**config.mk**
```make
export PLATFORM = sky130hd
export DESIGN_NAME = adc_sequence_control
export DESIGN_NICKNAME = d
export VERILOG_FILES = /design/src/adc_seq_pkg.sv /design/src/adc_sequence_control.sv /design/src/result_skid.sv
export VERILOG_INCLUDE_DIRS = /design/src
export SDC_FILE = /design/constraint.sdc
export NUM_CORES = 1
export LEC_CHECK = 0
export BUFFER_PORTS_ARGS = -buffer_cell sky130_fd_sc_hd__buf_2
export CORE_MARGIN = 4
export CORE_UTILIZATION = 45
export DETAILED_ROUTE_END_ITERATION = 10
export PLACE_DENSITY = 0.61
export SYNTH_ARGS = -nofsm -noshare
export SYNTH_HDL_FRONTEND = slang
export SYNTH_SLANG_ARGS = --single-unit
```
**constraint.sdc**
```tcl
create_clock -name clk -period 9.6 [get_ports clk]
set_clock_uncertainty 0.15 [all_clocks]
set_input_delay 0.48 -clock clk [delete_from_list [all_inputs] [get_ports clk]]
set_output_delay 0.48 -clock clk [all_outputs]
set_load 0.03 [all_outputs]
```
**src/adc_seq_defs.svh**
```systemverilog
`ifndef ADC_SEQ_DEFS_SVH
`define ADC_SEQ_DEFS_SVH
`define RES_W 10
`define IN_CNT 16
`define BUF_DEPTH 16
`define HALF_BASE 4'h8
`define TRIG_MANUAL 3'h0
`define TRIG_AUTO 3'h7
`define CHANNEL_COUNT_FIELD_ONE 2'h0
`define CHANNEL_COUNT_FIELD_TWO 2'h1
`define CONV_CYCLES 5'h0c
`define SAR_LAST 4'h9
`endif

```
**src/adc_seq_pkg.sv**
```systemverilog
package adc_seq_pkg;
   typedef enum logic [2:0] {
      st_idle,
      st_sample,
      st_wait_trig,
      st_convert,
      st_store
   } state_type;

   typedef struct packed {
      logic [3:0] addr;
      logic [9:0] data;
   } result_type;
endpackage

```
**src/adc_sequence_control.sv**
```systemverilog
// Summary of operation
// RULE_01 - each result is a 10-bit value from a successive approximation
// RULE_02 - sixteen inputs routed onto four sample-and-hold channels
// RULE_03 - software selects supply pair or external pins as reference
// RULE_04 - converter keeps working while chip sleeps
// RULE_05 - software keeps configuration fixed while module is on; the bench changes result_format while on
// RULE_06 - sixteen 10-bit entries, read as 16-bit words, not writable
// RULE_07 - setting sample start begins acquisition; trigger starts conversion
// RULE_08 - every result stored; flag and done after programmed sequences
// RULE_09 - software follows the advised setup and run order
// RULE_10 - sequential mode samples and converts channels one by one
// RULE_11 - simultaneous mode samples all together then converts in turn
// RULE_12 - channel count selects one, two or four channels
// RULE_13 - sequences per interrupt ranges from one to sixteen
// RULE_14 - software limits conversions per interrupt to sixteen or eight
// RULE_15 - split buffer alternates 8-word halves at each interrupt
// RULE_16 - software sets split buffer unless it empties buffer quickly
// RULE_17 - alternate bit clear always uses primary input set
// RULE_18 - alternate bit set toggles primary and alternate each sequence
// RULE_19 - scan enable steps first channel over selected inputs
// RULE_20 - scan ascends, restarts after interrupt, extras unused
// RULE_21 - manual trigger on sample start clear; auto after set clocks
// RULE_22 - turning off aborts conversion, partial result not stored
// RULE_23 - write position returns to buffer or next half after interrupt
`timescale 1ns/1ps
`include "adc_seq_defs.svh"
module adc_sequence_control
(
   input wire logic clk,
   input wire logic rst,
   input wire logic module_on_bit,
   input wire logic sample_start_bit,
   input wire logic [2:0] trigger_source_sel,
   input wire logic ext_trigger,
   input wire logic auto_sample_enable,
   input wire logic simultaneous_sample_sel,
   input wire logic [3:0] sequences_per_interrupt,
   input wire logic split_buffer_bit,
   input wire logic alternate_input_bit,
   input wire logic [1:0] channel_count_field,
   input wire logic scan_enable_bit,
   input wire logic [15:0] scan_select_reg,
   input wire logic [4:0] auto_sample_clocks,
   input wire logic [1:0] result_format,
   input wire logic ref_ext_sel,
   input wire logic [3:0] pos_input_primary,
   input wire logic [3:0] pos_input_alternate,
   input wire logic [3:0] read_addr,
   input wire logic [9:0] comparator_in,
   output logic [15:0] read_data,
   output logic [3:0] sh_input_sel,
   output logic [1:0] sh_channel,
   output logic [3:0] sh_sample,
   output logic sar_active,
   output logic [9:0] sar_trial,
   output logic ref_ext,
   output logic conversion_irq_flag,
   output logic done_bit
);
   adc_seq_pkg::state_type state_q, state_d;
   logic [9:0] mem_q [`BUF_DEPTH];
   logic [9:0] sar_q;
   logic [3:0] bit_q;
   logic [4:0] cnt_q;
   logic [1:0] ch_q;
   logic [3:0] seq_q;
   logic [3:0] wptr_q;
   logic half_q;
   logic alt_q;
   logic [3:0] scan_q;
   logic [15:0] scan_used_q;
   logic [2:0] trig_sync_q;
   logic sample_start_bit_prev_q;
   logic [15:0] read_data_q;
   logic [3:0] sel_q;
   logic [1:0] shch_q;
   logic [3:0] shs_q;
   logic irq_q, done_q;
   logic ext_q1, ext_q2;

   // channel count decode
   function automatic logic [1:0] last_channel(input logic [1:0] f);
      if (f == `CHANNEL_COUNT_FIELD_ONE)
         last_channel = 2'h0;
      else if (f == `CHANNEL_COUNT_FIELD_TWO)
         last_channel = 2'h1;
      else
         last_channel = 2'h3;
   endfunction

   // lowest selected input not yet used this interrupt
   function automatic logic [3:0] next_scan(input logic [15:0] sel);
      next_scan = 4'h0;
      for (int i = 15; i >= 0; i--)
         if (sel[i])
            next_scan = 4'(i);
   endfunction

   wire [1:0] last_ch = last_channel(channel_count_field); // RULE_12
   wire multi = (last_ch != 2'h0);
   wire simul = simultaneous_sample_sel && multi; // RULE_11
   wire manual = (trigger_source_sel == `TRIG_MANUAL);
   wire autot = (trigger_source_sel == `TRIG_AUTO);
   wire sample_start_bit_fall = sample_start_bit_prev_q && !sample_start_bit;
   wire ext_rise = ext_q2 && !trig_sync_q[0];
   wire auto_done = (cnt_q >= auto_sample_clocks) && (cnt_q != 5'h00);
   // RULE_21 manual clears, auto counts, others take synchronised pin edge
   wire trigger = manual ? sample_start_bit_fall : (autot ? auto_done : ext_rise); // RULE_21
   wire last_seq = (seq_q == sequences_per_interrupt); // RULE_13
   wire last_chan = (ch_q == last_ch);
   wire use_alt = alternate_input_bit && alt_q; // RULE_17 RULE_18
   wire [15:0] scan_left = scan_select_reg & ~scan_used_q;
   wire [3:0] scan_pick = next_scan(scan_left); // RULE_20
   wire [3:0] ch0_input = (scan_enable_bit && !use_alt) ? scan_pick
      : (use_alt ? pos_input_alternate : pos_input_primary); // RULE_19
   wire sar_end = (bit_q == `SAR_LAST);
   wire [9:0] sar_try = sar_q | (10'h200 >> bit_q);
   wire [9:0] sar_keep = (comparator_in >= sar_try) ? sar_try : sar_q;

   adc_seq_pkg::result_type res_in, res_out;
   wire res_ready, res_valid;
   assign res_in.addr = wptr_q;
   assign res_in.data = sar_keep;

   // store path decoupled so a busy write port never drops a result
   result_skid u_skid
   (
      .clk(clk),
      .rst(rst),
      .in_valid(state_q == adc_seq_pkg::st_store),
      .in_ready(res_ready),
      .in_data(res_in),
      .out_valid(res_valid),
      .out_ready(1'b1),
      .out_data(res_out)
   );

   // sequencing state
   always_comb
   begin
      state_d = state_q;
      case (state_q)
         adc_seq_pkg::st_idle:
            if (module_on_bit && (sample_start_bit || auto_sample_enable))
               state_d = adc_seq_pkg::st_sample; // RULE_07
         adc_seq_pkg::st_sample:
            state_d = adc_seq_pkg::st_wait_trig;
         adc_seq_pkg::st_wait_trig:
            if (trigger)
               state_d = adc_seq_pkg::st_convert; // RULE_07
         adc_seq_pkg::st_convert:
            if (sar_end)
               state_d = adc_seq_pkg::st_store;
         adc_seq_pkg::st_store:
            if (res_ready)
            begin
               if (!last_chan)
                  state_d = simul ? adc_seq_pkg::st_convert
                     : adc_seq_pkg::st_sample; // RULE_10 RULE_11
               else
                  state_d = adc_seq_pkg::st_idle;
            end
         default:
            state_d = adc_seq_pkg::st_idle;
      endcase
      if (!module_on_bit)
         state_d = adc_seq_pkg::st_idle; // RULE_22
   end

   always_ff @(posedge clk)
   begin
      if (rst)
         state_q <= adc_seq_pkg::st_idle;
      else
         state_q <= state_d;
   end

   // trigger pin sync and edge history
   always_ff @(posedge clk)
   begin
      if (rst)
      begin
         ext_q1 <= 1'b0;
         ext_q2 <= 1'b0;
         trig_sync_q <= 3'h0;
         sample_start_bit_prev_q <= 1'b0;
      end
      else
      begin
         ext_q1 <= ext_trigger;
         ext_q2 <= ext_q1;
         trig_sync_q <= {trig_sync_q[1:0], ext_q2};
         sample_start_bit_prev_q <= sample_start_bit;
      end
   end

   // acquisition counter and successive approximation
   always_ff @(posedge clk)
   begin
      if (rst || state_q == adc_seq_pkg::st_sample)
         cnt_q <= 5'h00;
      else if (state_q == adc_seq_pkg::st_wait_trig && cnt_q != 5'h1f)
         cnt_q <= cnt_q + 5'h01;
      if (rst || state_q != adc_seq_pkg::st_convert)
      begin
         sar_q <= 10'h000;
         bit_q <= 4'h0;
      end
      else
      begin
         sar_q <= sar_keep; // RULE_01
         bit_q <= bit_q + 4'h1;
      end
   end

   // channel, sequence, alternation, scan and write position
   always_ff @(posedge clk)
   begin
      if (rst || !module_on_bit)
      begin
         ch_q <= 2'h0;
         seq_q <= 4'h0;
         wptr_q <= 4'h0;
         half_q <= 1'b0;
         alt_q <= 1'b0;
         scan_used_q <= 16'h0000;
      end
      else if (state_q == adc_seq_pkg::st_store && res_ready)
      begin
         wptr_q <= wptr_q + 4'h1;
         if (ch_q == 2'h0 && scan_enable_bit && !use_alt)
            scan_used_q[scan_pick] <= 1'b1;
         if (!last_chan)
            ch_q <= ch_q + 2'h1;
         else
         begin
            ch_q <= 2'h0;
            alt_q <= ~alt_q; // RULE_18
            if (last_seq)
            begin
               seq_q <= 4'h0;
               scan_used_q <= 16'h0000; // RULE_20
               half_q <= split_buffer_bit && !half_q; // RULE_15
               wptr_q <= (split_buffer_bit && !half_q) ? `HALF_BASE
                  : 4'h0; // RULE_23
            end
            else
               seq_q <= seq_q + 4'h1;
         end
      end
   end

   // result memory write port; reads only, software cannot write
   always_ff @(posedge clk)
   begin
      if (res_valid)
         mem_q[res_out.addr] <= res_out.data; // RULE_06 RULE_08
   end

   // formatted read: integer, signed integer, fractional, signed fraction
   wire [9:0] rv = mem_q[read_addr];
   wire [15:0] fmt_int = {6'h00, rv};
   wire [15:0] fmt_sint = {{7{~rv[9]}}, rv[8:0]};
   wire [15:0] fmt_frac = {rv, 6'h00};
   wire [15:0] fmt_sfrac = {~rv[9], rv[8:0], 6'h00};
   wire [15:0] fmt_sel = (result_format == 2'h0) ? fmt_int
      : (result_format == 2'h1) ? fmt_sint
      : (result_format == 2'h2) ? fmt_frac : fmt_sfrac;

   // analog front-end controls, all registered
   wire [3:0] hold_d = simul && state_q == adc_seq_pkg::st_sample ?
      (last_ch == 2'h3 ? 4'hf : 4'h3) : (4'h1 << ch_q); // RULE_02
   wire irq_set = state_q == adc_seq_pkg::st_store && res_ready
      && last_chan && last_seq;

   always_ff @(posedge clk)
   begin
      if (rst)
      begin
         read_data_q <= 16'h0000;
         sel_q <= 4'h0;
         shch_q <= 2'h0;
         shs_q <= 4'h0;
         irq_q <= 1'b0;
         done_q <= 1'b0;
         ref_ext <= 1'b0;
      end
      else
      begin
         read_data_q <= fmt_sel; // RULE_06
         sel_q <= (ch_q == 2'h0) ? ch0_input : pos_input_primary;
         shch_q <= ch_q;
         shs_q <= (state_q == adc_seq_pkg::st_sample
            || state_q == adc_seq_pkg::st_wait_trig) ? hold_d : 4'h0;
         irq_q <= irq_set ? 1'b1 : (irq_q & module_on_bit); // RULE_08
         done_q <= irq_set ? 1'b1
            : (done_q && !(sample_start_bit && !sample_start_bit_prev_q));
         ref_ext <= ref_ext_sel; // RULE_03
      end
   end

   // no dependence on any sleep signal, so the block runs in sleep
   always_ff @(posedge clk)
   begin
      if (rst)
      begin
         sar_active <= 1'b0;
         sar_trial <= 10'h000;
      end
      else
      begin
         sar_active <= (state_d == adc_seq_pkg::st_convert); // RULE_04
         sar_trial <= sar_try;
      end
   end

   assign read_data = read_data_q;
   assign sh_input_sel = sel_q;
   assign sh_channel = shch_q;
   assign sh_sample = shs_q;
   assign conversion_irq_flag = irq_q;
   assign done_bit = done_q;
endmodule

```
**src/result_skid.sv**
```systemverilog
`timescale 1ns/1ps
// two-entry buffer between the converter and the result memory
module result_skid
(
   input wire logic clk,
   input wire logic rst,
   input wire logic in_valid,
   output logic in_ready,
   input wire adc_seq_pkg::result_type in_data,
   output logic out_valid,
   input wire logic out_ready,
   output adc_seq_pkg::result_type out_data
);
   adc_seq_pkg::result_type mem_q [2];
   logic wr_q;
   logic rd_q;
   logic [1:0] cnt_q;
   wire push = in_valid && in_ready;
   wire pop = out_valid && out_ready;

   assign in_ready = (cnt_q != 2'h2);
   assign out_valid = (cnt_q != 2'h0);
   assign out_data = mem_q[rd_q];

   // pointers and occupancy
   always_ff @(posedge clk)
   begin
      if (rst)
      begin
         wr_q <= 1'b0;
         rd_q <= 1'b0;
         cnt_q <= 2'h0;
      end
      else
      begin
         if (push)
            wr_q <= ~wr_q;
         if (pop)
            rd_q <= ~rd_q;
         cnt_q <= cnt_q + {1'b0, push} - {1'b0, pop};
      end
   end

   // storage needs no reset
   always_ff @(posedge clk)
   begin
      if (push)
         mem_q[wr_q] <= in_data;
   end
endmodule

```
# Yosys cells after proc, flatten, opt, wreduce, memory -nomap -nowiden
# Memories as Yosys holds them, arrays and structs flattened. A register that Yosys moved wholly into a read port is not among the register bits.
# Index checks and enable logic that the tools add are counted.
[classes]
shifts = 2
n_eq_ne = 16
n_addsub = 7
n_bitwise = 10
mux = 55
n_lt_le_gt_ge = 4
reduce_logical = 42
mul = 0
n_div = 0
[op_table]
columns = ["op", "n"]
rows = [
  ["$mux W4", 25],
  ["$mux W16", 5],
  ["$mux W10", 2],
  ["$logic_and A1 B1 Y1", 18],
  ["$and A16 B16 Y16", 1],
  ["$not A16 Y16", 1],
  ["$or A16 B16 Y16", 1],
  ["$mux W3", 5],
  ["$pmux W3 S5", 1],
  ["$add A4 B1 Y4 const B", 3],
  ["$mux W1", 11],
  ["$ge A10 B10 Y1", 1],
  ["$mux W2", 5],
  ["$or A10 B10 Y10", 1],
  ["$shr A10 B4 Y10 const A", 1],
  ["$eq A3 B2 Y1 const B", 3],
  ["$logic_not A1 Y1", 7],
  ["$eq A3 B3 Y1 const B", 2],
  ["$logic_not A2 Y1", 3],
  ["$logic_not A3 Y1", 2],
  ["$add A5 B1 Y5 const B", 1],
  ["$ge A5 B5 Y1", 1],
  ["$logic_or A1 B1 Y1", 5],
  ["$lt A4 B5 Y1 const B", 1],
  ["other kinds (22)", 30],
]
[word_totals]
word_cells = 165
latch_bits = 0
regBits = 98
inputBits = 65
rom_bits = 0
n_memories = 2
ramBits = 188
[mem_list]
columns = ["memory", "words", "width", "rd", "rd_clocked_by_memory_dff", "wr", "line_no", "source"]
rows = [
  ["mem_q", 16, 10, 1, 0, 1, "adc_sequence_control.sv:61", "logic [9:0] mem_q [`BUF_DEPTH];"],
  ["u_skid.mem_q", 2, 14, 1, 1, 1, "result_skid.sv:14", "adc_seq_pkg::result_type mem_q [2];"],
]

# Depth between registers and ports, before layout
[logic_depth]
depth_word = 26
mapped_depth = 13

# By module
# Synthesis repeated with hierarchy kept, for this count alone.
[unflattened]
cells_unflattened = 803
hier_area_um2 = 11821.3
[by_module_without_submodules]
columns = ["mod", "cells_per_inst", "instances", "area_per_inst_um2"]
rows = [
  ["adc_sequence_control", 736, 1, 10536.4],
  ["result_skid", 67, 1, 1285.0],
]

# Least setup slack after synthesis
# No wires, ideal clock.
[synth_timing]
path_type = "flip-flop to flip-flop"
startpoint = "reg bit_q[0]"
endpoint = "mem u_skid.mem_q[0][8] (netlist name), data pin"
period_less_slack_ns = 3.031
arrival_time_ns = 2.623
slack_ns = 6.569
path_stages_with_launch = 12
path_buffers = 2
cell_sequence = "dfxtp_1 -> inv_1 -> ha_1 -> a21oi_1 -> ha_1 -> a21o_1 -> a2111oi_0 -> o21ai_0 -> a21o_1 -> clkbuf_1 -> clkbuf_1 -> a31o_2"
[synth_via]
elab_chain_len = 4
[synth_rtl]
columns = ["item", "line_no", "source"]
rows = [
  ["start, declared", "adc_sequence_control.sv:63", "logic [3:0] bit_q;"],
  ["start signal, assigned", "adc_sequence_control.sv:212", "bit_q <= bit_q + 4'h1;"],
  ["$shr A10 B4 Y10 (*)", "adc_sequence_control.sv:117", "wire [9:0] sar_try = sar_q | (10'h200 >> bit_q);"],
  ["$or A10 B10 Y10 (*)", "adc_sequence_control.sv:117", ""],
  ["$ge A10 B10 Y1", "adc_sequence_control.sv:118", "wire [9:0] sar_keep = (comparator_in >= sar_try) ? sar_try : sar_q;"],
  ["$mux W10 (*)", "adc_sequence_control.sv:118", ""],
  ["net sar_keep[8]", "adc_sequence_control.sv:118", ""],
  ["end, declared", "result_skid.sv:14", ""],
]
# The timed path passes the listed nets; every way through them passes the cells marked *.

# Worst setup path after layout
[layout_timing]
startpoint = "reg bit_q[0]"
endpoint = "mem u_skid.mem_q[0][3] (netlist name), data pin"
# Same word-level chain as after synthesis.

==> run summary <==
The run finished with clean final reports. The portion of total power attributed to sequential cells is 0.525. The multiplexer area fraction after synthesis is 0.114. The endpoint identified for the worst register-to-register timing path is u_skid.mem_q[0][3]. The mapped netlist covers 11,600 um^2. The area share of xor/xnor cells in the synthesized design is 0.0135. Among all stages on the critical path, the largest delay is contributed by sky130_fd_sc_hd__a21o_1. The startpoint identified for the worst hold timing path is pos_input_primary[0]. The number of placement rows came out at 58. The filler cell count in the final layout is 2,163. The largest net degree at the start of global routing came out at 41. The residual overflow from global routing is 0. The worst hold path terminates at sh_input_sel[0]. The cell at the root of the clock tree is sky130_fd_sc_hd__clkbuf_16.

The design internal power is 1.97 mW. The proportion of register bits with asynchronous set or reset after synthesis came out at 0. In this run the tightest slew margin relative to its limit is 0.170. The part of the Yosys area used for sequential elements is 0.655. In the finished design, the share of the clock period the worst path needs comes to 0.339. The library cell used most frequently in the layout, excluding fill and tap cells, is sky130_fd_sc_hd__edfxtp_1.

The share of total power dissipated in combinational logic is 0.047. The flip-flop and latch count after synthesis is 287. For this run, the leading register cell type out of synthesis is sky130_fd_sc_hd__edfxtp_1. The setup TNS after final layout is 0 ns. Setup repair after global routing left no endpoint under its margin. The maximum clock frequency came out at 308 MHz. The final worst hold slack came out at 0.0500 ns. The count of non-filler cells in the finished layout is ~1.3k. The static power due to leakage came out at 4.89 nW. The width of the chip came out at 169 um.

On the worst path, the slowest cell contributes a delay of 0.42 ns. The initial utilization of the core area, before any placement, comes to 0.460. The routing usage on met3 is 0.0290. The clock drives 287 sinks. The total placed cells including tap cells came out at 1,220.

Dividing the detail-routed wire length by the instance count gives 17.9 um. In the layout the commonest cells are 188 x sky130_fd_sc_hd__edfxtp_1, 104 x sky130_fd_sc_hd__buf_2, 99 x sky130_fd_sc_hd__dfxtp_1, 86 x sky130_fd_sc_hd__nor2_1, 44 x sky130_fd_sc_hd__mux4_2. Setup violations remaining at the end of the flow were counted as 0. The area fraction in compound gates after synthesis is 0.0698.

The switching power summed over all nets came out at 0.523 mW. The cell count after synthesis came out at 806. At the worst endpoint, the arrival time is between 3 and 4 ns. The total die area is 28,500 um^2.

The final antenna-violating net count came out at 0. The total of buffers placed on input and output ports is 104. The latest clock arrival within the worst-skew pair came out at about 0.54 ns. The maximum vdd ir drop came out at ~150 uV. 0 antenna diodes ended up in the layout. The global routing stage identified its most utilized layer as met2.

The number of levels the H-tree was split into came out at 1. The via density per instance is 5.26. The mean area per synthesized cell is 14.4 um^2.

The met1 track demand over resource is 0.230. Summing over every cut layer, the via total after detailed routing is 6,739. The synthesized-area fraction occupied by adder cells came out at 0.0322. The number of enable flip-flop cells after synthesis is approximately 190. The signal on the critical path passes through inv_1 -> ha_1 -> a21oi_1 -> ha_1 -> a21o_1 -> a2111oi_0 -> o21ai_0 -> a21o_1 -> a31o_2. TritonCTS built the clock tree.

The minimum clock period came out at 3.25 ns. The wire length of the first global-routing pass is about 37 mm. The first detailed-routing pass ran for 5 iterations. The number of design rule violations left after detail routing is 0. The fraction of the mapped netlist area in simple logic gates is 0.0967. The via count of the first global-routing pass is 6,830.

The type of element capturing the critical path is a flop. The number of maximum-capacitance violations is 0. The placer congestion estimate came out at about 0.8. After floorplanning, the core was sized to cover 25,300 um^2. The post-place setup slack is 6.35 ns.

The warning count from the yosys run is 0. In the final layout, the share of cells above drive strength 1 is 0.237. The power density relative to cell area is between 150 and 200 nW/um^2.

The reg-to-reg critical path startpoint is bit_q[0]. The wire-length estimate of the detail-placed layout is ~15 mm. In the global route stage, overall resource usage came out at 0.162.

The critical path is of the flop to flop type. The number of nets in the layout is slightly above 1k. The actual slew at the worst max-slew pin came out at 1.24 ns. The max-slew violation total from the final report is 0. 105 I/O pins were placed. The area added between synthesis and finish came out at 15.5%. The final hold violation count came to 0. The portion of total power attributed to the clock network came out at 0.427. The final wirelength is 22.9 mm. The number of cells on the worst reg-to-reg path came out at 9. The height of the die is 169 um. The initial antenna violation count was 0.

The design draws 2.49 mW. Data on the critical path is required at its endpoint by slightly below 10 ns. Setup slack closes at 6.35 ns. The unique cell type count in the Yosys netlist came out at 59. In the global route stage, met2 resource usage came out at 0.263. The path category of the worst min-delay check is primary input to flop.

The cell family contributing the most delay on the critical path is compound AO/OA/AOI/OAI gates. The maximum fanout along the worst path is 18. The worst setup slack for register-to-register paths is between 6 and 7 ns. The sort of element at the start of the critical path is a flop. Of the total power, the share spent switching nets is 0.210. Once the clock tree was built, the resizer swapped 0 gates to a different size.

The number of clock buffers added by TritonCTS is 31. After synthesis, the largest family of logic cells by area is multiplexers. The post-synthesis net count is 901. The number of violations reported at the end of detailed-routing iteration 0 came out at around 320. The worst path buffer plus inverter count came out at 1. The clock-pin slew on the worst setup and hold paths came out at roughly 0.060 ns.

The count of cells along the worst hold path is 3. The number of buffers on the longest clock path is 3.
==> kinds of logic (layout without fill, tap and decap cells) <==
| logic type | after synthesis | count (layout) |
|---|---|---|
| muxes | 67 | 67 |
| xor gates and xnor gates | 18 | 18 |
| AOI/OAI and AO/OA | 124 | 124 |
| adders and majority gates | 30 | 30 |
| DFF | 287 | 287 |
| buffers and inverters | 50 | 194 |
| and+or+nand+nor | 230 | 230 |
==> worst reg2reg max path, cell delays in order, from the launching register on <==
cell	delay (ns)
sky130_fd_sc_hd__dfxtp_1	0.39
sky130_fd_sc_hd__inv_1	0.08
sky130_fd_sc_hd__ha_1	0.29
sky130_fd_sc_hd__a21oi_1	0.27
sky130_fd_sc_hd__ha_1	0.30
sky130_fd_sc_hd__a21o_1	0.16
sky130_fd_sc_hd__a2111oi_0	0.40
sky130_fd_sc_hd__o21ai_0	0.18
sky130_fd_sc_hd__a21o_1	0.42
sky130_fd_sc_hd__a31o_2	0.36
==> synth_stat cells (10+ instances only) <==
master | n | share of area
sky130_fd_sc_hd__nand3_1 | 10 | 0.0043
sky130_fd_sc_hd__inv_1 | 21 | 0.0068
sky130_fd_sc_hd__o21ai_0 | 30 | 0.013
sky130_fd_sc_hd__nor2_1 | 86 | 0.028
sky130_fd_sc_hd__a21oi_1 | 32 | 0.014
sky130_fd_sc_hd__mux2_2 | 10 | 0.0097
sky130_fd_sc_hd__nand2_1 | 42 | 0.014
sky130_fd_sc_hd__clkbuf_1 | 18 | 0.0058
sky130_fd_sc_hd__mux4_2 | 44 | 0.085
sky130_fd_sc_hd__and2_1 | 11 | 0.0059
sky130_fd_sc_hd__edfxtp_1 | 188 | 0.48
sky130_fd_sc_hd__o21a_1 | 11 | 0.0071
sky130_fd_sc_hd__xnor2_1 | 11 | 0.0083
sky130_fd_sc_hd__ha_1 | 30 | 0.032
sky130_fd_sc_hd__a31o_2 | 10 | 0.0075
sky130_fd_sc_hd__nand2b_1 | 22 | 0.012
sky130_fd_sc_hd__dfxtp_1 | 99 | 0.17
sky130_fd_sc_hd__nor2b_1 | 22 | 0.012
==> power by group through the flow <==
| stage | logic (mW) | registers (mW) | clock network, mW |
|---|---|---|---|
| 3_3_place_gp | 0.118 | 1.34 | 0 |
| 5_1_grt | 0.130 | 1.31 | 1.15 |
| 6_report | 0.118 | 1.31 | 1.07 |
| 3_5_place_dp | 0.119 | 1.34 | 0 |
| 2_1_floorplan | 0.0679 | 1.35 | 0 |
| 4_1_cts | 0.119 | 1.31 | 1.09 |
==> layout make-up <==
type | count | area (um^2) | share of cell area
Clock buffer | 45 | 848 | 0.0631
Clock inverter | 13 | 68.8 | 0.00512
Inverter | 21 | 78.8 | 0.00586
Multi-Input combinational cell | 469 | 3800 | 0.283
Sequential cell | 287 | 7630 | 0.567
Tap cell | 330 | 413 | 0.0307
Timing Repair Buffer | 115 | 608 | 0.0452
==> repair_timing <==
action / CTS / global route
hold buffers: 2 / 0
setup endpoints to repair: 0 / 0
endpoints found under the hold margin: 2 / 0
setup buffers: 0 / 0
==> metrics by stage <==
| step | util | cell area, um^2 |
|---|---|---|
| detailed placement | 0.494 | 12500 |
| CTS | 0.531 | 13400 |
| global placement | 0.494 | 12500 |
| global route | 0.531 | 13400 |
| finish | 0.531 | 13400 |
| floorplan | - | 11600 |
==> flip-flops by register name (all words and copies together) (netlist names), 5 cells and up, named ones only <==
signal / flops
cnt_q: 5
mem_q: 160
read_data: 16
sar_q: 10
sar_trial: 10
scan_used_q: 16
u_skid.mem_q: 28
==> worst max-delay path by stage <==
| stage | slack [ns] | cells after the start | end | from |
|---|---|---|---|---|
| floorplan | 6.57 | 11 | u_skid.mem_q[0][8] | bit_q[0] |
| global placement | 6.38 | 9 | u_skid.mem_q[0][5] | bit_q[0] |
| detailed placement | 6.35 | 9 | u_skid.mem_q[1][3] | bit_q[0] |
| CTS | 6.34 | 9 | u_skid.mem_q[0][3] | bit_q[0] |
| global route | 6.10 | 9 | u_skid.mem_q[1][3] | bit_q[0] |
| finish | 6.35 | 9 | u_skid.mem_q[0][3] | bit_q[0] |
==> routing by layer <==
| metal | up-vias | wire (um) |
|---|---|---|
| met4 | 0 | 444 |
| met5 | - | 0 |
| met1 | 3270 | 10600 |
| li1 | 3277 | - |
| met2 | 158 | 10900 |
| met3 | 34 | 1030 |
Note: power is estimated with default switching activity, not from simulation.
